**config.mk**
```make
export PLATFORM = sky130hd
export DESIGN_NAME = psnp_regs
export DESIGN_NICKNAME = d
export VERILOG_FILES = /design/src/inc/psnp_pkg.sv /design/src/rtl/psnp_regs.sv /design/src/rtl/psnp_ll_bits.sv
export SDC_FILE = /design/constraint.sdc
export NUM_CORES = 1
export LEC_CHECK = 0
export BUFFER_PORTS_ARGS = -buffer_cell sky130_fd_sc_hd__buf_2
export CORE_AREA = 2 2 89 91
export CTS_CLUSTER_DIAMETER = 60
export DETAILED_ROUTE_END_ITERATION = 10
export DIE_AREA = 0 0 91 93
export PLACE_DENSITY = 0.65
export SLEW_MARGIN = 20
export SYNTH_ARGS = -nofsm -noshare
export SYNTH_HDL_FRONTEND = slang
export SYNTH_SLANG_ARGS = --single-unit
```
**constraint.sdc**
```tcl
create_clock -name clk -period 1.65 [get_ports clk]
set_input_delay 0.165 -clock clk [delete_from_list [all_inputs] [get_ports clk]]
set_output_delay 0.165 -clock clk [all_outputs]
set_load 0.005 [all_outputs]
```
**src/inc/psnp_pkg.sv**
```systemverilog
// package: register map, field layout, reset values and carriers of the block
package psnp_pkg;

  // ---------------------------------------------------------------------
  // register offsets (5-bit management address)
  // ---------------------------------------------------------------------
  localparam int unsigned ADDR_W = 5;
  localparam int unsigned DATA_W = 16;
  localparam logic [4:0] OFS_AUTONEG_EXPANSION = 5'h06;
  localparam logic [4:0] OFS_NEXT_PAGE_TRANSMIT = 5'h07;
  localparam logic [4:0] OFS_PHY_STATUS_SUMMARY = 5'h10;
  localparam logic [4:0] OFS_FALSE_CARRIER_CNT = 5'h14;
  localparam logic [4:0] OFS_RECEIVE_ERROR_CNT = 5'h15;
  localparam logic [4:0] OFS_TENBASE_STATUS = 5'h18;
  localparam logic [4:0] OFS_IRQ_STATUS = 5'h1c;
  localparam logic [4:0] OFS_IRQ_MASK = 5'h1d;

  // ---------------------------------------------------------------------
  // next page transmit fields
  // ---------------------------------------------------------------------
  localparam int unsigned NPT_NEXT_PAGE = 15;
  localparam int unsigned NPT_MSG_PAGE = 13;
  localparam int unsigned NPT_COMPLY = 12;
  localparam int unsigned NPT_TOGGLE = 11;
  localparam int unsigned NPT_CODE_W = 11;
  localparam logic NPT_NEXT_PAGE_RST = 1'b0;
  localparam logic NPT_MSG_PAGE_RST = 1'b1;
  localparam logic NPT_COMPLY_RST = 1'b0;
  localparam logic NPT_TOGGLE_RST = 1'b0;
  localparam logic [10:0] NPT_CODE_RST = 11'h001;

  // ---------------------------------------------------------------------
  // status summary fields (15:14 reserved, read as zero)
  // ---------------------------------------------------------------------
  localparam int unsigned SUM_RX_ERR = 13;
  localparam int unsigned SUM_POLARITY = 12;
  localparam int unsigned SUM_FALSE_CARR = 11;
  localparam int unsigned SUM_SIG_DETECT = 10;
  localparam int unsigned SUM_DESCR_LOCK = 9;
  localparam int unsigned SUM_PAGE_RX = 8;

  // expansion register, tenbase status and counter fields
  localparam int unsigned EXP_NP_ABLE = 2;
  localparam int unsigned EXP_PAGE_RX = 1;
  localparam logic EXP_NP_ABLE_VAL = 1'b1;
  localparam int unsigned TEN_POLARITY = 4;
  localparam int unsigned FC_CNT_W = 8;
  localparam logic [7:0] FC_CNT_MAX = 8'hff;
  localparam logic [7:0] FC_CNT_RST = 8'h00;

  // ---------------------------------------------------------------------
  // interrupt status / mask layout
  // ---------------------------------------------------------------------
  localparam int unsigned IRQ_W = 4;
  localparam int unsigned IRQ_RX_ERR = 0;
  localparam int unsigned IRQ_FALSE_CARR = 1;
  localparam int unsigned IRQ_PAGE_RX = 2;
  localparam int unsigned IRQ_SIG_LOSS = 3;
  localparam logic [3:0] IRQ_MASK_RST = 4'h0;

  // latched-low bit slots
  localparam int unsigned LL_W = 2;
  localparam int unsigned LL_SIG_DETECT = 0;
  localparam int unsigned LL_DESCR_LOCK = 1;

  // management register port request
  typedef struct packed {
    logic [4:0] addr;
    logic [15:0] wdata;
    logic wr;
    logic rd;
  } psnp_bus_s;

  // events and levels from the receive and negotiation logic
  typedef struct packed {
    logic rx_error;
    logic false_carrier;
    logic polarity_inv;
    logic sig_detect;
    logic descr_lock;
    logic page_rx;
    logic word_done;
    logic word_toggle;
  } psnp_evt_s;

  // next page word fields handed to the negotiation transmitter
  typedef struct packed {
    logic next_page_request;
    logic message_page_flag;
    logic will_comply_ack;
    logic sent_toggle_bit;
    logic [10:0] code;
  } psnp_np_s;

endpackage : psnp_pkg

```
**src/rtl/psnp_regs.sv**
```systemverilog
// status summary and next page transmit register bank
`timescale 1ns/1ps
// Behaviour
// - comply-acknowledge bit is software writable, resets to 0, sent in next page
// - sent toggle is read-only, resets 0, inverse of last exchanged word toggle
// - 11-bit code field writable, resets to null page 000 0000 0001
// - message flag set sends code as message page, else unformatted page
// - top two summary bits ignore writes and read as zero
// - receive error latches high until receive error counter register read
// - polarity copy in summary clears on tenbase status read only
// - false carrier latches high until false carrier counter register read
// - signal detect is latched-low read-only, resets to 0
// - descrambler lock is latched-low read-only, resets to 0
// - page received copy survives summary read, clears on expansion read
// - expansion page received sets on word arrival, clears on its read
// - false carrier count 8 bits, saturates at ff, clears on read

module psnp_regs
  import psnp_pkg::*;
(
  input wire logic clk, // core clock, 25 MHz
  input wire logic nrst, // synchronous reset, active low
  input wire logic ce, // clock enable, freezes all state when low
  input wire psnp_bus_s bus, // register port request
  output logic [15:0] rdata, // read data, cycle after the read strobe
  input wire psnp_evt_s ev, // receive and negotiation events
  output psnp_np_s np_word, // next page fields to the transmitter
  output logic irq // level interrupt, unmasked status set
);

  // ---------------------------------------------------------------------
  // address decode
  // ---------------------------------------------------------------------
  logic hit_exp, hit_npt, hit_sum, hit_fcc, hit_rec, hit_ten;
  logic hit_ist, hit_imk;
  logic rd_exp, rd_sum, rd_fcc, rd_rec, rd_ten;
  logic wr_npt, wr_fcc, wr_ist, wr_imk;

  // one compare per register, qualified by the strobes below
  assign hit_exp = (bus.addr == OFS_AUTONEG_EXPANSION);
  assign hit_npt = (bus.addr == OFS_NEXT_PAGE_TRANSMIT);
  assign hit_sum = (bus.addr == OFS_PHY_STATUS_SUMMARY);
  assign hit_fcc = (bus.addr == OFS_FALSE_CARRIER_CNT);
  assign hit_rec = (bus.addr == OFS_RECEIVE_ERROR_CNT);
  assign hit_ten = (bus.addr == OFS_TENBASE_STATUS);
  assign hit_ist = (bus.addr == OFS_IRQ_STATUS);
  assign hit_imk = (bus.addr == OFS_IRQ_MASK);

  // read side effects fire only on a real read
  assign rd_exp = bus.rd & hit_exp;
  assign rd_sum = bus.rd & hit_sum;
  assign rd_fcc = bus.rd & hit_fcc;
  assign rd_rec = bus.rd & hit_rec;
  assign rd_ten = bus.rd & hit_ten;
  assign wr_npt = bus.wr & hit_npt;
  assign wr_fcc = bus.wr & hit_fcc;
  assign wr_ist = bus.wr & hit_ist;
  assign wr_imk = bus.wr & hit_imk;

  // ---------------------------------------------------------------------
  // next page transmit register
  // ---------------------------------------------------------------------
  logic np_req, msg_page, comply_ack, sent_toggle;
  logic [10:0] np_code;

  // writable fields; bit 14 and the toggle bit ignore writes
  always_ff @(posedge clk) begin
    if (!nrst) begin
      np_req <= NPT_NEXT_PAGE_RST;
      msg_page <= NPT_MSG_PAGE_RST;
      comply_ack <= NPT_COMPLY_RST;
      np_code <= NPT_CODE_RST;
    end else if (ce && wr_npt) begin
      np_req <= bus.wdata[NPT_NEXT_PAGE];
      msg_page <= bus.wdata[NPT_MSG_PAGE];
      comply_ack <= bus.wdata[NPT_COMPLY];
      np_code <= bus.wdata[NPT_CODE_W-1:0];
    end
  end

  // the toggle tracks the word just exchanged, so a stale write cannot
  // desynchronise the arbitration with the partner
  always_ff @(posedge clk) begin
    if (!nrst) begin
      sent_toggle <= NPT_TOGGLE_RST;
    end else if (ce && ev.word_done) begin
      sent_toggle <= ~ev.word_toggle;
    end
  end

  // transmitter takes the flag with the code to pick the page format
  always_comb begin
    np_word.next_page_request = np_req;
    np_word.message_page_flag = msg_page;
    np_word.will_comply_ack = comply_ack;
    np_word.sent_toggle_bit = sent_toggle;
    np_word.code = np_code;
  end

  // ---------------------------------------------------------------------
  // latched-high status flags
  // ---------------------------------------------------------------------
  logic rx_err_latch, fc_latch, pol_latch, page_rx;
  logic next_rx_err, next_fc, next_pol, next_page_rx;

  // a set in the clearing cycle wins, so no event is ever lost
  assign next_rx_err = ev.rx_error | (rx_err_latch & ~rd_rec);
  assign next_fc = ev.false_carrier | (fc_latch & ~rd_fcc);
  assign next_pol = ev.polarity_inv | (pol_latch & ~rd_ten);
  assign next_page_rx = ev.page_rx | (page_rx & ~rd_exp);

  // one flop backs both the expansion bit and its summary copy
  always_ff @(posedge clk) begin
    if (!nrst) begin
      rx_err_latch <= 1'b0;
      fc_latch <= 1'b0;
      pol_latch <= 1'b0;
      page_rx <= 1'b0;
    end else if (ce) begin
      rx_err_latch <= next_rx_err;
      fc_latch <= next_fc;
      pol_latch <= next_pol;
      page_rx <= next_page_rx;
    end
  end

  // ---------------------------------------------------------------------
  // latched-low signal detect and descrambler lock
  // ---------------------------------------------------------------------
  logic [LL_W-1:0] ll_src, ll_held;

  assign ll_src[LL_SIG_DETECT] = ev.sig_detect;
  assign ll_src[LL_DESCR_LOCK] = ev.descr_lock;

  // rearmed by a summary read, the only register that shows them
  psnp_ll_bits #(
    .N(LL_W)
  ) u_ll (
    .clk(clk),
    .nrst(nrst),
    .ce(ce),
    .src(ll_src),
    .rd_rearm(rd_sum),
    .held(ll_held)
  );

  // ---------------------------------------------------------------------
  // false carrier counter
  // ---------------------------------------------------------------------
  logic [FC_CNT_W-1:0] fc_count, next_fc_count;
  logic fc_at_max;

  // sticks at the top rather than wrap, so an overflow stays visible;
  // an event in the read cycle starts the new count at one
  assign fc_at_max = (fc_count == FC_CNT_MAX);
  assign next_fc_count =
    wr_fcc ? bus.wdata[FC_CNT_W-1:0] :
    rd_fcc ? {{(FC_CNT_W-1){1'b0}}, ev.false_carrier} :
    (ev.false_carrier && !fc_at_max) ? fc_count + 8'h01 :
    fc_count;

  always_ff @(posedge clk) begin
    if (!nrst) begin
      fc_count <= FC_CNT_RST;
    end else if (ce) begin
      fc_count <= next_fc_count;
    end
  end

  // ---------------------------------------------------------------------
  // interrupt status and mask
  // ---------------------------------------------------------------------
  logic [IRQ_W-1:0] irq_stat, irq_mask, irq_evt, next_irq_stat;
  logic sig_drop;

  // a drop of signal detect while its latched-low copy is still high is the loss worth flagging
  assign sig_drop = ll_held[LL_SIG_DETECT] & ~ev.sig_detect;
  assign irq_evt[IRQ_RX_ERR] = ev.rx_error;
  assign irq_evt[IRQ_FALSE_CARR] = ev.false_carrier;
  assign irq_evt[IRQ_PAGE_RX] = ev.page_rx;
  assign irq_evt[IRQ_SIG_LOSS] = sig_drop;

  // write one to clear; a new event in that cycle keeps its bit
  assign next_irq_stat =
    irq_evt | (irq_stat & ~(wr_ist ? bus.wdata[IRQ_W-1:0] : 4'h0));

  always_ff @(posedge clk) begin
    if (!nrst) begin
      irq_stat <= 4'h0;
      irq_mask <= IRQ_MASK_RST;
    end else if (ce) begin
      irq_stat <= next_irq_stat;
      if (wr_imk) begin
        irq_mask <= bus.wdata[IRQ_W-1:0];
      end
    end
  end

  assign irq = |(irq_stat & irq_mask);

  // ---------------------------------------------------------------------
  // read data path
  // ---------------------------------------------------------------------
  logic [15:0] v_exp, v_npt, v_sum, v_fcc, v_ten, v_ist, v_imk;
  logic [15:0] next_rdata;

  // expansion: only the next page ability and page received live here
  always_comb begin
    v_exp = 16'h0000;
    v_exp[EXP_NP_ABLE] = EXP_NP_ABLE_VAL;
    v_exp[EXP_PAGE_RX] = page_rx;
  end

  // next page word as software sees it; bit 14 reads zero
  always_comb begin
    v_npt = 16'h0000;
    v_npt[NPT_NEXT_PAGE] = np_req;
    v_npt[NPT_MSG_PAGE] = msg_page;
    v_npt[NPT_COMPLY] = comply_ack;
    v_npt[NPT_TOGGLE] = sent_toggle;
    v_npt[NPT_CODE_W-1:0] = np_code;
  end

  // summary: upper byte only, reserved top bits stay zero
  always_comb begin
    v_sum = 16'h0000;
    v_sum[SUM_RX_ERR] = rx_err_latch;
    v_sum[SUM_POLARITY] = pol_latch;
    v_sum[SUM_FALSE_CARR] = fc_latch;
    v_sum[SUM_SIG_DETECT] = ll_held[LL_SIG_DETECT];
    v_sum[SUM_DESCR_LOCK] = ll_held[LL_DESCR_LOCK];
    v_sum[SUM_PAGE_RX] = page_rx;
  end

  // false carrier counter, tenbase polarity and interrupt registers
  assign v_fcc = {8'h00, fc_count};
  always_comb begin
    v_ten = 16'h0000;
    v_ten[TEN_POLARITY] = pol_latch;
  end
  assign v_ist = {12'h000, irq_stat};
  assign v_imk = {12'h000, irq_mask};

  // the receive error count itself lives elsewhere, so it reads zero;
  // unmapped addresses read zero as well
  assign next_rdata =
    hit_exp ? v_exp :
    hit_npt ? v_npt :
    hit_sum ? v_sum :
    hit_fcc ? v_fcc :
    hit_ten ? v_ten :
    hit_ist ? v_ist :
    hit_imk ? v_imk :
    16'h0000;

  // data stands one cycle after the strobe and is zero otherwise
  always_ff @(posedge clk) begin
    if (!nrst) begin
      rdata <= 16'h0000;
    end else if (ce) begin
      rdata <= bus.rd ? next_rdata : 16'h0000;
    end
  end
endmodule : psnp_regs

```
**src/rtl/psnp_ll_bits.sv**
```systemverilog
// latched-low status bits: drop on source loss, rearm on software read
`timescale 1ns/1ps

module psnp_ll_bits
  import psnp_pkg::*;
#(
  parameter int unsigned N = 2
) (
  input wire logic clk, // core clock
  input wire logic nrst, // synchronous reset, active low
  input wire logic ce, // clock enable
  input wire logic [N-1:0] src, // live source levels
  input wire logic rd_rearm, // read of the owning register
  output logic [N-1:0] held // latched-low value seen by software
);

  // ---------------------------------------------------------------------
  // one latch per bit
  // ---------------------------------------------------------------------
  genvar i;
  generate
    for (i = 0; i < N; i++) begin : g_bit
      logic next_held;
      // a read reloads the live level, otherwise a low sticks
      assign next_held = rd_rearm ? src[i] : (held[i] & src[i]);
      always_ff @(posedge clk) begin
        if (!nrst) begin
          held[i] <= 1'b0;
        end else if (ce) begin
          held[i] <= next_held;
        end
      end
    end
  endgenerate

endmodule : psnp_ll_bits

```
# Word level (Yosys, flattened, before mapping)

Cells that the tools add are included.

Mux-type cells: 14
Reductions and logical operators: 8
$add $sub $neg: 1
Bitwise operators: 30
Eq/ne operators: 9

Operators by type and width:

| cell                                           | count |
|---|---|
| two-way mux 16 bit                             | 3 |
| two-way mux 8 bit                              | 4 |
| == test 5 bit (second input constant)          | 6 |
| AND 1 bit                                      | 16 |
| two-way mux 14 bit                             | 1 |
| two-way mux 4 bit                              | 3 |
| == test 5 x 3 -> 1 bit (second input constant) | 2 |
| adder 8 x 1 -> 8 bit (second input constant)   | 1 |
| AND 4 bit                                      | 2 |
| == test 8 bit (second input constant)          | 1 |
| inverter 1 bit                                 | 6 |
| two-way mux 5 bit                              | 1 |
| inverter 4 bit                                 | 1 |
| OR 1 bit                                       | 4 |
| OR 4 bit                                       | 1 |
| AND reduction 2 bit                            | 2 |
| OR reduction 4 bit                             | 1 |
| logical AND 1 bit                              | 3 |
| nonzero test 3 bit                             | 1 |
| two-way mux 1 bit                              | 2 |
| logical NOT 1 bit                              | 1 |

Register bits after elaboration: 53
Output and inout bits: 32
Logic and storage cells: 77
Bits of input ports: 34

# Depth between registers and ports, before layout

Word-level depth: 9
Mapped depth: 8
Depth with buffers taken out: 5

# By module

Synthesis repeated with hierarchy kept, for this count alone.

Cell total of the unflattened synthesis: 295
Area total of the unflattened synthesis: 2,408.6 µm²

Modules (own cells, without submodules):

| module       | cells each | times used | sequential area each (µm²) | area an instance (µm²) |
|---|---|---|---|---|
| psnp_regs    | 286        | 1          | 1,001.0                    | 2,332.2 |
| psnp_ll_bits | 9          | 1          | 40.0                       | 76.3 |

# Worst setup path before layout

No wires, ideal clock.

Path kind: input to register
Start: in bus[19] (netlist bit)
End: reg msg_page
Library setup time: 128 ps
Cell stages on the path: 8
Arrival time: 1,398 ps
Setup slack: 124 ps
Cells stage by stage: buf_2 -> and4b_1 -> and2b_4 -> and3_1 -> buf_6 -> buf_12 -> mux2i_1 -> nand2_1

Longest elaborated chain between the ends: 3

RTL lines:

| what                   | RTL line        | source |
|---|---|---|
| start, declared        | psnp_regs.sv:24 | `input wire psnp_bus_s bus,` |
| == test 5 x 3 -> 1 bit | psnp_regs.sv:41 | `assign hit_npt = (bus.addr == OFS_NEXT_PAGE_TRANSMIT);` |
| AND 1 bit              | psnp_regs.sv:55 | `assign wr_npt = bus.wr & hit_npt;` |
| logical AND 1 bit      | psnp_regs.sv:73 | `end else if (ce && wr_npt) begin` |
| end signal, assigned   | psnp_regs.sv:75 | `msg_page <= bus.wdata[NPT_MSG_PAGE];` |
| end, declared          | psnp_regs.sv:63 | `logic np_req, msg_page, comply_ack, sent_toggle;` |

No other way between the ends.
A chain may end at the register's enable or synchronous reset.

# Worst setup path in the final report

Start: reg fc_count[5]
End: reg fc_count[5]

Longest elaborated chain between the ends: 5
Elaborated cells on any way between the ends: 9
Those cells by class: add/sub: 1; eq/ne: 1; mux: 3; reduce/logical: 4

RTL lines:

| what                                                         | RTL line         | source |
|---|---|---|
| start, declared                                              | psnp_regs.sv:150 | `logic [FC_CNT_W-1:0] fc_count, next_fc_count;` |
| start signal, assigned                                       | psnp_regs.sv:166 | `fc_count <= next_fc_count;` |
| branches (longest 5 deep; another with adder 8 x 1 -> 8 bit) | n/a              |  |

Several ways; the timed one is not identified. The select of a mux whose other input is x is not followed.

==> impl_metrics.py <==
metrics = {
    "floorplanning": {
        "coreArea_mm2": 0.007527,
        "pin_count": 66,
        "die_x_um": 91,
        "die_area_mm2": 0.008463,
        "initial_core_util_pct": 34.13,
        "row_count": 32,
        "die_y_um": 93,
    },
    "cells_and_area": {
        "drive_above_1_share_pct": 28.84,
        "ff_latch_area_mm2": 0.001041,
        "final_common_cell": "buf_2",
        "final_net_count": 405,
        "areaGrowthSynthToFinish_pct": 23.96,
        "final_cells": 473,
        "fillers": 820,
        "antennaDiodeCount": 0,
        "most-common-layout-cells": "buf_2, dfxtp_1, nor2_1",
        "multi_input_area_mm2": 0.001326,
    },
    "synth": {
        "synth-adder-area-share_pct": 0.4871,
        "ys_types": 54,
        "yosysWarnings": 0,
        "synth_xor_area_share_pct": 2.046,
        "synth_nets": 331,
        "synthSimpleGateAreaFrac_pct": 17.58,
        "synth-compound-area-share_pct": 22.80,
        "synth-seq-cells": 52,
        "syn_inst": 296,
        "async_flop_share_pct": 0,
        "synth_edf_count": 0,
        "synthFlopType": "dfxtp_1",
        "synth-seq-area-share_pct": 40.53,
        "muxShareOfSynthArea_pct": 8.573,
        "synth.cell_area_mm2": 0.002569,
        "avgSynthCellArea_um2": 8.678,
        "synth_top_family_by_area": "compound AO/OA/AOI/OAI gates",
    },
    "drt": {
        "post_drt_wl_per_cell_um": 14.92,
        "wirelength_mm": 7.058,
        "vias_per_cell": 5.135,
        "firstDrtPassIters": 4,
        "drc": 0,
        "drtAntennaViolNets": 0,
        "num_vias": 2429,
        "drt_iter0_drc": 139,
    },
    "clock_network": {
        "clk-insertion-delay-late_ns": 0.31,
        "clk_pin_slew_ns": 0.10,
        "clockRootBuffer": "clkbuf_8",
        "ctsHoldBuffers": 0,
        "clock_path_buffers": 2,
        "cts_tree": "done",
        "cts.htree.levels": 2,
        "cts_sinks": 52,
        "postCtsSetupBuffers": 0,
        "cts-buffers-inserted": 5,
        "cts_resized": 0,
    },
    "global_route": {
        "grt_pass1_vias": 2331,
        "grt_pass1_wl_mm": 11.34,
        "antenna_found_initial": 0,
        "grt_overflow_total": 0,
        "grt_usage_pct": 16.72,
        "grt_max_degree": 19,
    },
    "setup_path": {
        "worstPathMaxFanout": 7,
        "startpoint_type": "flip-flop",
        "r2r_slack_ns": 0.16,
        "end_kind": "flip-flop",
        "worstSetupPathType": "flip-flop to flip-flop",
        "worstPathArrival_ns": 1.73,
        "cp.required_ns": 1.89,
    },
    "placed_design": {
        "port_buffers": 62,
        "place_congestion": 0.8993,
        "dpl.hpwl_mm": 5.482,
        "dp_cells": 465,
    },
    "hold_path": {
        "hold_class": "input port to flip-flop",
    },
    "timing": {
        "slew_violations": 0,
        "finalSetupViolCount": 0,
        "rsz0062_at_grt": "false",
        "skew_ns": 0.005456,
        "period_needed_ns": 1.490,
        "fmax_mhz": 671.0,
        "hold_viol": 0,
        "tns_ns": 0,
        "finalCritPeriodShare_pct": 90.32,
    },
    "pwr": {
        "power.leakage_uw": 0.001307,
        "powerDensity_mw_per_mm2": 749.6,
        "peakVddDrop_uv": 309.8,
    },
    "run": {
        "maxCapViolations": 0,
    },
    "run_status": {
        "status": "completed",
    },
}
## routing by layer
metal,up-vias,part of all wire [%],wire [um],global-route usage [%]
met2,53,46,3264,26.91
met3,8,5.0,354,4.029
met4,0,1.3,92,4.798
li1,1210,-,-,-
met1,1158,47,3346,22.38
met5,-,0,0,0
## kinds of logic after synthesis
family	Yosys count
compound gates	86
xor+xnor	6
fa+ha+maj	1
buf+inv	36
flops	52
mux	22
other cells	1
simple gates	92
## report_power, final
part | internal (uW) | leakage, uW | switching [uW]
registers | 1280 | 0.000422 | 21.9
clock network | 312 | 0.0000463 | 459
logic | 138 | 0.000838 | 171
## critical path, cell delays in order (launching register included)
cell,delay [ns]
dfxtp_1,0.34
and4_1,0.22
a41o_1,0.27
a21oi_4,0.23
buf_12,0.15
o21ai_0,0.07
a31oi_1,0.14
## path summary, 6_finish.rpt
path          startpoint           to  cells past startpoint
max          fc_count[5]  fc_count[5]                      6
min                ev[0]  sent_toggle                      2
max reg2reg  fc_count[5]  fc_count[5]                      6
min reg2reg     rdata[2]     rdata[2]                      2
## stage by stage
stage	cell area, um^2	hold WS, ns	worst slack, ns	power (uW)	util [%]
4_1_cts	3184	0.03398	0.1579	2406	42.30
2_1_floorplan	2569	0.2803	0.1239	1505	-
5_1_grt	3184	0.03658	0.04840	2490	42.30
3_3_place_gp	3088	0.3678	0.08112	1635	41.02
3_5_place_dp	3088	0.3718	0.05730	1643	41.02
6_report	3184	0.03922	0.1598	2387	42.30
## layout make-up
type                       instances  share of cell area, %
clock buffer                       5                  2.161
clock inverter                     3                 0.8644
inverter                          10                  1.179
multi-input combinational        208                  41.65
sequential                        52                  32.69
tap                              102                  4.008
timing repair buffer              93                  17.45
## sequential cells by signal, indices dropped and copies added (netlist names), 2 cells and up
signal     flops
irq_stat       4
u_ll.held      2
np_code       11
fc_count       8
rdata         15
irq_mask       4
## Yosys cell counts, drive strengths merged, types with 2 or more instances
cell / count / share of area (%)
xnor2: 5 / 1.7
nor2: 31 / 4.5
a21o: 3 / 0.88
a2bb2oi: 9 / 3.1
nand4: 4 / 0.97
and3: 3 / 0.73
nand3: 10 / 1.9
nand2: 28 / 4.1
o22ai: 4 / 0.97
nand2b: 2 / 0.49
mux2i: 22 / 8.6
buf: 16 / 4.9
o211ai: 2 / 0.78
inv: 9 / 1.3
dfxtp: 52 / 41
clkbuf: 10 / 1.5
a31oi: 3 / 0.73
a22oi: 15 / 4.4
o21ai: 16 / 3.1
a21oi: 23 / 4.9
o221a: 2 / 0.88
nor3: 2 / 0.58
nor2b: 2 / 0.49
Note: power is estimated with default switching activity, not from simulation.
